## config.mk

```make
export PLATFORM = sky130hd
export DESIGN_NAME = pic_top
export DESIGN_NICKNAME = d
export VERILOG_FILES = /design/src/design/pic_pkg.sv /design/src/design/pic_ext_sync.sv /design/src/design/pic_prio_pick.sv /design/src/design/pic_top.sv
export SDC_FILE = /design/constraint.sdc
export NUM_CORES = 1
export LEC_CHECK = 0
export BUFFER_PORTS_ARGS = -buffer_cell sky130_fd_sc_hd__buf_4
export CAP_MARGIN = 20
export CORE_UTILIZATION = 50
export CTS_BUF_LIST = sky130_fd_sc_hd__clkbuf_4
export DETAILED_ROUTE_END_ITERATION = 12
export GPL_TIMING_DRIVEN = 0
export MAX_ROUTING_LAYER = met4
export PLACE_DENSITY = 0.71
export SLEW_MARGIN = 20
export SYNTH_ARGS = -nofsm -noshare
export SYNTH_HDL_FRONTEND = slang
export SYNTH_SLANG_ARGS = --single-unit
```

## constraint.sdc

```tcl
create_clock -name clock -period 24.7 [get_ports clock]
set_clock_uncertainty 0.15 [all_clocks]
set_input_delay 1.235 -clock clock [delete_from_list [all_inputs] [get_ports clock]]
set_output_delay 1.235 -clock clock [all_outputs]
set_load 0.01 [all_outputs]
```

## src/design/pic_pkg.sv

```systemverilog
// Purpose: Shared constants and carriers of the priority interrupt controller
// Assumes: 16-bit registers in the low half of 32-bit Avalon words
// Notes:   Byte offsets, field positions and reset values live here only
package pic_pkg;

	localparam int               REG_W         = 16;
	localparam int               BUS_W         = 32;
	localparam int               ADDR_W        = 8;
	localparam int               PRIO_W        = 3;
	localparam int               LEVEL_W       = 4;
	localparam int               VEC_W         = 8;
	localparam int               CPL_W         = 3;
	localparam int               PRIO_PER_WORD = 4;
	localparam int               PRIO_STRIDE   = 4;
	localparam int               WORD_BYTES    = 4;
	localparam logic [VEC_W-1:0] VEC_BASE      = 8'h08;

	////////////////////////////////////////////////////////////////////////////
	// Byte offsets
	localparam logic [ADDR_W-1:0] OFS_GC1        = 8'h00;
	localparam logic [ADDR_W-1:0] OFS_GC2        = 8'h04;
	localparam logic [ADDR_W-1:0] OFS_GC3        = 8'h08;
	localparam logic [ADDR_W-1:0] OFS_GC4        = 8'h0c;
	localparam logic [ADDR_W-1:0] OFS_VLS        = 8'h10;
	localparam logic [ADDR_W-1:0] OFS_CPU_STAT   = 8'h14;
	localparam logic [ADDR_W-1:0] OFS_CORE_CTRL  = 8'h18;
	localparam logic [ADDR_W-1:0] OFS_FLAGS      = 8'h20;
	localparam logic [ADDR_W-1:0] OFS_ENABLES    = 8'h24;
	localparam logic [ADDR_W-1:0] OFS_PRIO       = 8'h40;
	localparam logic [ADDR_W-1:0] OFS_IRQ_STATUS = 8'h60;
	localparam logic [ADDR_W-1:0] OFS_IRQ_CLEAR  = 8'h64;
	localparam logic [ADDR_W-1:0] OFS_IRQ_ENABLE = 8'h68;

	////////////////////////////////////////////////////////////////////////////
	// Field positions
	localparam int NEST_BIT      = 15;
	localparam int TRAP1_LSB     = 1;
	localparam int TRAP1_W       = 4;
	localparam int GLOBAL_EN_BIT = 15;
	localparam int EXT_EDGE_BIT  = 0;
	localparam int DMA_BIT       = 0;
	localparam int LOOP_BIT      = 1;
	localparam int TRAP3_W       = 2;
	localparam int SOFT_TRAP_BIT = 0;
	localparam int VEC_LSB       = 0;
	localparam int LEVEL_LSB     = 8;
	localparam int CPL_LSB       = 5;
	localparam int TOP_BIT       = 3;
	localparam int EV_PEND       = 0;
	localparam int EV_TRAP       = 1;
	localparam int EV_W          = 2;

	localparam logic [CPL_W-1:0] NEST_LEVEL = 3'h7;
	localparam logic             WAIT_RESET = 1'h1;

	////////////////////////////////////////////////////////////////////////////
	// Carriers
	typedef struct packed {
		logic               valid;
		logic [VEC_W-1:0]   vector;
		logic [LEVEL_W-1:0] level;
	} pic_pick_t;

	typedef struct packed {
		logic osc_fail;
		logic stack_err;
		logic addr_err;
		logic math_err;
		logic dma_err;
		logic loop_ovf;
		logic soft_hard;
	} pic_trap_t;

endpackage : pic_pkg

```

## src/design/pic_ext_sync.sv

```systemverilog
// Purpose: Synchronise an external request pin and detect its active edge
// Assumes: Pin is asynchronous to clock
// Notes:   Pulse lags the pin by three clock edges
`timescale 1ns/1ps
`default_nettype none
module pic_ext_sync (
	input  wire logic clock,
	input  wire logic reset_n,
	input  wire logic pin,
	input  wire logic falling,
	output var  logic pulse
);

	typedef struct packed {
		logic s1;
		logic s2;
		logic s3;
		logic pulse;
	} pic_sync_state_t;

	pic_sync_state_t s;
	pic_sync_state_t next_s;

	always_comb
	begin
		next_s       = s;
		next_s.s1    = pin;
		next_s.s2    = s.s1;
		next_s.s3    = s.s2;
		// First stage feeds only the second
		next_s.pulse = falling ? (s.s3 & ~s.s2) : (s.s2 & ~s.s3);
	end

	always_ff @(posedge clock or negedge reset_n)
	begin
		if (!reset_n)
			s <= '0;
		else
			s <= next_s;
	end

	assign pulse = s.pulse;

endmodule : pic_ext_sync
`default_nettype wire

```

## src/design/pic_prio_pick.sv

```systemverilog
// Purpose: Choose the highest-priority eligible source
// Assumes: Pure combinational; caller registers the result
// Notes:   Ties go to the lowest source index, the natural order
`timescale 1ns/1ps
`default_nettype none
module pic_prio_pick #(
	parameter int NUM_SRC = 16
) (
	input  wire logic [NUM_SRC-1:0]                flags,
	input  wire logic [NUM_SRC-1:0]                enables,
	input  wire logic [NUM_SRC*pic_pkg::PRIO_W-1:0] prios,
	input  wire logic                              global_en,
	input  wire logic [pic_pkg::LEVEL_W-1:0]       cur_level,
	output var  pic_pkg::pic_pick_t                pick
);

	always_comb
	begin
		logic [pic_pkg::LEVEL_W-1:0] p;
		p    = '0;
		pick = '0;
		// Descending scan with >= lets the lower index win a tie
		for (int i = NUM_SRC - 1; i >= 0; i--)
		begin
			p = pic_pkg::LEVEL_W'(prios[i*pic_pkg::PRIO_W +: pic_pkg::PRIO_W]);
			if (global_en && flags[i] && enables[i] && (p > cur_level) &&
				(!pick.valid || p >= pick.level)) // [RL13]
			begin
				pick.valid  = 1'h1;
				pick.vector = pic_pkg::VEC_BASE + pic_pkg::VEC_W'(i); // [RL6]
				pick.level  = p; // [RL5]
			end
		end
	end

endmodule : pic_prio_pick
`default_nettype wire

```

## src/design/pic_top.sv

```systemverilog
// Purpose: Prioritised interrupt controller with Avalon-MM register slave
// Assumes: Single clock; peripheral and trap events are one-cycle pulses
// Notes:   Source 0 is the external request pin, the rest are peripheral pulses
//
// How it works
// [RL1] Each source has a sticky request flag set by hardware, cleared by software.
// [RL2] Each source has its own enable bit gating its request.
// [RL3] Each source has a three-bit priority field, eight levels.
// [RL4] Pending vector number and new level are latched into the status register.
// [RL5] The latched new level equals the pending source's priority.
// [RL6] Fields are in vector order; source zero is vector eight, bit zero.
// [RL7] Current level low three bits sit at bits 7:5, software writable.
// [RL8] Fourth level bit in core control is read-only, driven by traps.
// [RL9] First global register holds nesting disable and processor trap flags.
// [RL10] Second global register holds external edge select and global enable.
// [RL11] Third global register holds DMA and loop-stack overflow trap flags.
// [RL12] Fourth global register holds the software hard trap flag.
// [RL13] Source presented only if flagged, enabled, globally enabled, above current level.
`timescale 1ns/1ps
`default_nettype none
module pic_top #(
	parameter int NUM_SRC = 16
) (
	input  wire logic                        clock,
	input  wire logic                        reset_n,
	input  wire logic [pic_pkg::ADDR_W-1:0]  avs_address,
	input  wire logic                        avs_read,
	input  wire logic                        avs_write,
	input  wire logic [pic_pkg::BUS_W-1:0]   avs_writedata,
	output var  logic [pic_pkg::BUS_W-1:0]   avs_readdata,
	output var  logic                        avs_waitrequest,
	input  wire logic                        external_request_zero,
	input  wire logic [NUM_SRC-1:1]          periph_event,
	input  wire pic_pkg::pic_trap_t          trap_event,
	input  wire logic                        cpu_ack,
	output var  logic                        cpu_irq_req,
	output var  logic [pic_pkg::VEC_W-1:0]   cpu_vector,
	output var  logic [pic_pkg::LEVEL_W-1:0] cpu_level,
	output var  logic [pic_pkg::LEVEL_W-1:0] cpu_priority,
	output var  logic                        irq
);

	localparam int PRIO_WORDS = NUM_SRC / pic_pkg::PRIO_PER_WORD;
	localparam int PRIO_BITS  = NUM_SRC * pic_pkg::PRIO_W;

	typedef struct packed {
		logic                         waitreq;
		logic [pic_pkg::BUS_W-1:0]    rdata;
		logic                         nesting_disable;
		logic [pic_pkg::TRAP1_W-1:0]  trap1;
		logic                         global_irq_enable;
		logic                         ext_zero_falling;
		logic [pic_pkg::TRAP3_W-1:0]  trap3;
		logic                         soft_hard_trap_flag;
		logic [pic_pkg::VEC_W-1:0]    vector_number;
		logic [pic_pkg::LEVEL_W-1:0]  new_priority_level;
		logic [pic_pkg::CPL_W-1:0]    cpu_priority_level;
		logic                         cpu_priority_top_bit;
		logic [NUM_SRC-1:0]           request_flag_regs;
		logic [NUM_SRC-1:0]           source_enable_regs;
		logic [PRIO_BITS-1:0]         source_priority_regs;
		logic                         pend;
		logic [pic_pkg::EV_W-1:0]     irq_status;
		logic [pic_pkg::EV_W-1:0]     irq_enable;
		logic                         irq;
	} pic_state_t;

	pic_state_t                      s;
	pic_state_t                      next_s;
	pic_pkg::pic_pick_t              pick;
	logic                            ext_pulse;
	logic [pic_pkg::LEVEL_W-1:0]     cur_level;
	logic                            any_trap;
	logic                            wr_ok;
	logic [pic_pkg::TRAP1_W-1:0]     trap1_ev;
	logic [pic_pkg::TRAP3_W-1:0]     trap3_ev;

	////////////////////////////////////////////////////////////////////////////
	// Helpers

	function automatic logic [pic_pkg::ADDR_W-1:0] prio_addr(input int k);
		return pic_pkg::ADDR_W'(int'(pic_pkg::OFS_PRIO) + k * pic_pkg::WORD_BYTES);
	endfunction : prio_addr

	// Write of zero clears; a hardware set in the same cycle wins
	function automatic logic [pic_pkg::REG_W-1:0] flag_upd(
		input logic [pic_pkg::REG_W-1:0] cur,
		input logic                      we,
		input logic [pic_pkg::REG_W-1:0] wd,
		input logic [pic_pkg::REG_W-1:0] ev
	);
		return (we ? (cur & wd) : cur) | ev;
	endfunction : flag_upd

	function automatic logic [pic_pkg::BUS_W-1:0] read_word(
		input logic [pic_pkg::ADDR_W-1:0] a
	);
		logic [pic_pkg::REG_W-1:0] w;
		w = '0;
		case (a)
			pic_pkg::OFS_GC1:
			begin
				w[pic_pkg::NEST_BIT]                        = s.nesting_disable;
				w[pic_pkg::TRAP1_LSB +: pic_pkg::TRAP1_W]   = s.trap1;
			end
			pic_pkg::OFS_GC2:
			begin
				w[pic_pkg::GLOBAL_EN_BIT] = s.global_irq_enable;
				w[pic_pkg::EXT_EDGE_BIT]  = s.ext_zero_falling;
			end
			pic_pkg::OFS_GC3:        w[pic_pkg::TRAP3_W-1:0] = s.trap3;
			pic_pkg::OFS_GC4:        w[pic_pkg::SOFT_TRAP_BIT] = s.soft_hard_trap_flag;
			pic_pkg::OFS_VLS:
			begin
				w[pic_pkg::VEC_LSB +: pic_pkg::VEC_W]       = s.vector_number;
				w[pic_pkg::LEVEL_LSB +: pic_pkg::LEVEL_W]   = s.new_priority_level;
			end
			pic_pkg::OFS_CPU_STAT:   w[pic_pkg::CPL_LSB +: pic_pkg::CPL_W] = s.cpu_priority_level;
			pic_pkg::OFS_CORE_CTRL:  w[pic_pkg::TOP_BIT] = s.cpu_priority_top_bit;
			pic_pkg::OFS_FLAGS:      w = pic_pkg::REG_W'(s.request_flag_regs);
			pic_pkg::OFS_ENABLES:    w = pic_pkg::REG_W'(s.source_enable_regs);
			pic_pkg::OFS_IRQ_STATUS: w = pic_pkg::REG_W'(s.irq_status);
			pic_pkg::OFS_IRQ_ENABLE: w = pic_pkg::REG_W'(s.irq_enable);
			default:
			begin
				for (int k = 0; k < PRIO_WORDS; k++)
					if (a == prio_addr(k))
						for (int j = 0; j < pic_pkg::PRIO_PER_WORD; j++)
							w[j*pic_pkg::PRIO_STRIDE +: pic_pkg::PRIO_W] =
								s.source_priority_regs[(k*pic_pkg::PRIO_PER_WORD+j)*
								pic_pkg::PRIO_W +: pic_pkg::PRIO_W];
			end
		endcase
		return pic_pkg::BUS_W'(w);
	endfunction : read_word

	////////////////////////////////////////////////////////////////////////////
	// Submodules

	pic_ext_sync u_ext_sync (
		.clock   (clock),
		.reset_n (reset_n),
		.pin     (external_request_zero),
		.falling (s.ext_zero_falling),
		.pulse   (ext_pulse)
	);

	pic_prio_pick #(
		.NUM_SRC (NUM_SRC)
	) u_pick (
		.flags     (s.request_flag_regs),
		.enables   (s.source_enable_regs),
		.prios     (s.source_priority_regs),
		.global_en (s.global_irq_enable),
		.cur_level (cur_level),
		.pick      (pick)
	);

	////////////////////////////////////////////////////////////////////////////
	// Next state

	assign cur_level = {s.cpu_priority_top_bit, s.cpu_priority_level};
	assign any_trap  = (|s.trap1) | (|s.trap3) | s.soft_hard_trap_flag;
	assign wr_ok     = avs_write && !s.waitreq;
	assign trap1_ev  = {trap_event.math_err, trap_event.addr_err,
		trap_event.stack_err, trap_event.osc_fail};
	assign trap3_ev  = {trap_event.loop_ovf, trap_event.dma_err};

	always_comb
	begin
		logic [pic_pkg::REG_W-1:0] wd;
		logic [pic_pkg::EV_W-1:0]  ev;
		wd     = avs_writedata[pic_pkg::REG_W-1:0];
		ev     = '0;
		next_s = s;

		// One wait cycle, then the answer; idle waitrequest stays high
		if (s.waitreq && (avs_read || avs_write))
		begin
			next_s.waitreq = 1'h0;
			next_s.rdata   = read_word(avs_address);
		end
		else
			next_s.waitreq = pic_pkg::WAIT_RESET;

		if (wr_ok && avs_address == pic_pkg::OFS_GC1)
			next_s.nesting_disable = wd[pic_pkg::NEST_BIT]; // [RL9]
		next_s.trap1 = pic_pkg::TRAP1_W'(flag_upd(pic_pkg::REG_W'(s.trap1),
			wr_ok && avs_address == pic_pkg::OFS_GC1,
			pic_pkg::REG_W'(wd[pic_pkg::TRAP1_LSB +: pic_pkg::TRAP1_W]),
			pic_pkg::REG_W'(trap1_ev))); // [RL9]

		if (wr_ok && avs_address == pic_pkg::OFS_GC2)
		begin
			next_s.global_irq_enable = wd[pic_pkg::GLOBAL_EN_BIT]; // [RL10]
			next_s.ext_zero_falling  = wd[pic_pkg::EXT_EDGE_BIT]; // [RL10]
		end

		next_s.trap3 = pic_pkg::TRAP3_W'(flag_upd(pic_pkg::REG_W'(s.trap3),
			wr_ok && avs_address == pic_pkg::OFS_GC3,
			pic_pkg::REG_W'(wd[pic_pkg::TRAP3_W-1:0]), pic_pkg::REG_W'(trap3_ev))); // [RL11]

		next_s.soft_hard_trap_flag = (wr_ok && avs_address == pic_pkg::OFS_GC4) ?
			(s.soft_hard_trap_flag & wd[pic_pkg::SOFT_TRAP_BIT]) | trap_event.soft_hard :
			s.soft_hard_trap_flag | trap_event.soft_hard; // [RL12]

		next_s.request_flag_regs = NUM_SRC'(flag_upd(pic_pkg::REG_W'(s.request_flag_regs),
			wr_ok && avs_address == pic_pkg::OFS_FLAGS, wd,
			pic_pkg::REG_W'({periph_event, ext_pulse}))); // [RL1] [RL6]

		if (wr_ok && avs_address == pic_pkg::OFS_ENABLES)
			next_s.source_enable_regs = wd[NUM_SRC-1:0]; // [RL2]

		for (int k = 0; k < PRIO_WORDS; k++)
			if (wr_ok && avs_address == prio_addr(k))
				for (int j = 0; j < pic_pkg::PRIO_PER_WORD; j++)
					next_s.source_priority_regs[(k*pic_pkg::PRIO_PER_WORD+j)*
						pic_pkg::PRIO_W +: pic_pkg::PRIO_W] =
						wd[j*pic_pkg::PRIO_STRIDE +: pic_pkg::PRIO_W]; // [RL3]

		// Latch the presented source; last values hold when nothing is pending
		next_s.pend = pick.valid; // [RL13]
		if (pick.valid)
		begin
			next_s.vector_number      = pick.vector; // [RL4]
			next_s.new_priority_level = pick.level; // [RL4] [RL5]
		end

		if (wr_ok && avs_address == pic_pkg::OFS_CPU_STAT)
			next_s.cpu_priority_level = wd[pic_pkg::CPL_LSB +: pic_pkg::CPL_W]; // [RL7]
		// Acceptance by the core outranks a software write in the same cycle
		if (cpu_ack && s.pend)
			next_s.cpu_priority_level = s.nesting_disable ? pic_pkg::NEST_LEVEL :
				s.new_priority_level[pic_pkg::CPL_W-1:0];

		// Software cannot touch the top bit, so traps stay unmaskable
		next_s.cpu_priority_top_bit = any_trap; // [RL8]

		ev[pic_pkg::EV_PEND] = pick.valid && !s.pend;
		ev[pic_pkg::EV_TRAP] = (|trap1_ev) | (|trap3_ev) | trap_event.soft_hard;
		next_s.irq_status = (wr_ok && avs_address == pic_pkg::OFS_IRQ_CLEAR) ?
			(s.irq_status & ~wd[pic_pkg::EV_W-1:0]) | ev : s.irq_status | ev;
		if (wr_ok && avs_address == pic_pkg::OFS_IRQ_ENABLE)
			next_s.irq_enable = wd[pic_pkg::EV_W-1:0];
		next_s.irq = |(next_s.irq_status & next_s.irq_enable);
	end

	always_ff @(posedge clock or negedge reset_n)
	begin
		if (!reset_n)
		begin
			s         <= '0;
			s.waitreq <= pic_pkg::WAIT_RESET;
		end
		else
			s <= next_s;
	end

	////////////////////////////////////////////////////////////////////////////
	// Outputs

	assign avs_readdata    = s.rdata;
	assign avs_waitrequest = s.waitreq;
	assign cpu_irq_req     = s.pend;
	assign cpu_vector      = s.vector_number;
	assign cpu_level       = s.new_priority_level;
	assign cpu_priority    = cur_level;
	assign irq             = s.irq;
endmodule : pic_top
`default_nettype wire

```

==> out/metrics.yaml <==
outcome: "finished clean"
yosysTopAreaCellShare_pct: 34.7
tritoncts: "done"
slowest_delay_ns: 0.44
dpl.cell_count: 1270
cts_hold_buf: 0
fin_cells: 1316
wirelength_mm: 28.3
clk_pin_slew_ns: 0.13
num_vias: 7976
total_power_mw: 0.441
synth_ff_type: "dfrtp_1"
antenna_found_initial: 0
drtAntennaViolNets: 0
die_h_um: 138
core_area_um2: 18000
cts_sinks: 129
vdd_drop_max_mv: 0.0346
layout.nets: 1236
power.density_nw_per_um2: 41.1
syn_inst: 942
grt_pass1_vias: 7711
slew-limit-headroom_pct: 39.4
cts_max_path_buffers: 2
arrival_ns: 23.60
dieArea_um2: 19000
hp-class: "flop to flop"
cellLeakagePower_nw: 4.91
cts_htree_levels: 4
vias_per_cell: 6.06
synth-seq-area-share_pct: 34.9
tightest_slew_ns: 0.903
wl_per_cell_um: 21.5
critPathCaptureType: "flop"
ys_warn_count: 0
final_cell_mix: "buf_4 (145), dfrtp_1 (124), ha_1 (93)"
detail_route.first_pass.iterations: 6
root_buffer: "clkbuf_4"
die_w_um: 138
final_common_cell: "buf_4"
antenna_cells: 0
portBuffers: 79
grt.total_usage_pct: 32.2
fmax_ghz: 0.0430
synthArstFlopShare_pct: 100
routabilityCongestion: 0.960
cts_buffers: 17
ios: 119
startpoint_type: "flop"
layout-drive-gt1-share_pct: 28.1
cp_max_fo: 10
synth_area_leaders: "dfrtp_1 (35%), ha_1 (13%), mux2_2 (8.9%)"
drc: 0
ys_types: 83
yosysTopAreaCell: "dfrtp_1"
syn_area_um2: 9240
grt_max_degree: 83
post-route-period-util_pct: 94.2
overflow: 0
start_util_pct: 51.3
syn_to_final_growth_pct: 16.1
placementRows: 49
drt_iter0_markers: 634
place_hpwl_mm: 21.2
placed_area_um2: 10200
drv_slew: 0
final_hold_viol_count: 0
ys_ff_latch: 129
crit_top_cell: "ha_1"
clk_latency_ns: 0.58
cap_viol_max_count: 0
setup_violations: 0
critPathKind: "flop to flop"
grt_pass1_wl_mm: 43.3
synth-edff-count: 0
worstPathRequired_ns: 25.03
synthesis.area_per_instance_um2: 9.81
fin_crit_ns: 23.27
final_area_um2: 10700
crit_path_top_delay_cell: "dfrtp_2"
## stage by stage
step	setup slack (ns)	TNS [ns]	util, %	hold WS [ns]
final	1.43	0	59.6	0.222
after global routing	-0.0624	-0.169	59.6	0.245
after CTS	0.259	0	58.3	0.228
after detailed placement	0.366	0	56.8	0.189
after global placement	0.521	0	56.6	0.191
after floorplan	3.00	0	-	0.181
## flip-flops by register name, indices dropped and copies added (netlist names)
signal / cells
cpu_irq_req: 1
u_ext_sync.pulse: 1
irq: 1
u_ext_sync.next_s: 2
u_ext_sync.s: 1
s: 94
cpu_level: 3
avs_readdata: 16
cpu_vector: 5
avs_waitrequest: 1
cpu_priority: 4
## timing repair
action                                  CTS  global route
setup buffers                             0            16
endpoints found under the hold margin     0             0
endpoints found under the setup margin    0             8
resized for setup                         0            24
## final cells by class
| cell class | instances | area, um2 |
|---|---|---|
| Buffer | 79 | 517 |
| Clock buffer | 17 | 128 |
| Inverter | 34 | 135 |
| Timing Repair Buffer | 96 | 748 |
| Multi-Input combinational cell | 718 | 5530 |
| Clock inverter | 14 | 158 |
| Tap cell | 229 | 287 |
| Fill cell | 1581 | 7290 |
| Sequential cell | 129 | 3240 |
## path summary, 6_finish.rpt
path	startpoint	to	slack (ns)	cells after the start
worst max-delay path	cpu_priority[2]	cpu_vector[3]	1.43	114
worst min-delay path	u_ext_sync.next_s[2]	u_ext_sync.next_s[1]	0.22	0
worst max register to register	cpu_priority[2]	cpu_vector[3]	1.43	114
worst min register to register	u_ext_sync.next_s[2]	u_ext_sync.next_s[1]	0.22	0
max in group asynchronous	reset_n	s[51]	23.28	2
min in group asynchronous	reset_n	u_ext_sync.next_s[1]	0.38	1
## synthesized netlist by cell type (11+ instances only)
cell / count
a21o_1: 26
a21oi_1: 40
a221oi_1: 14
a222oi_1: 16
a22o_1: 11
a31oi_1: 13
buf_4: 51
clkbuf_1: 23
dfrtp_1: 128
ha_1: 93
inv_1: 32
mux2_2: 73
nand2_1: 67
nand2b_1: 42
nand3_1: 20
nor2_1: 54
nor2b_1: 16
nor3_1: 13
o21a_1: 12
o21ai_0: 57
## critical path: cells and delay by family, from the launching register on
| family | cells | cell delay [ns] |
|---|---|---|
| simple gates | 36 | 5.54 |
| fa+ha+maj | 16 | 4.37 |
| flops | 1 | 0.44 |
| mux | 2 | 0.58 |
| buf+inv | 7 | 1.16 |
| compound gates | 53 | 10.91 |
## logic make-up (layout without fill, tap and decap cells)
| group | count (synthesis) | count (layout) | share of synthesized area (%) |
|---|---|---|---|
| compound gates | 262 | 262 | 20.9 |
| fa+ha+maj | 93 | 93 | 12.6 |
| buf+inv | 114 | 240 | 6.98 |
| flops | 129 | 129 | 34.9 |
| mux | 83 | 83 | 10.0 |
| other cells | 1 | 20 | 0.0406 |
| simple gates | 260 | 260 | 14.5 |
## report_power, final
part	switching [mW]	total [mW]	leakage (nW)	internal (mW)
logic	0.0323	0.0637	3.14	0.0314
registers	0.00874	0.228	1.62	0.219
clock network	0.0890	0.150	0.146	0.0612
## routing by layer
metal / share of wire [%] / up-vias / track usage (%)
met2: 44 / 342 / 48.5
met1: 42 / 3830 / 40.6
met4: 5.7 / 0 / 17.4
met3: 8.2 / 85 / 6.58
li1: - / 3719 / -
met5: 0 / - / -
No activity file was read; power rests on OpenSTA's default activity.
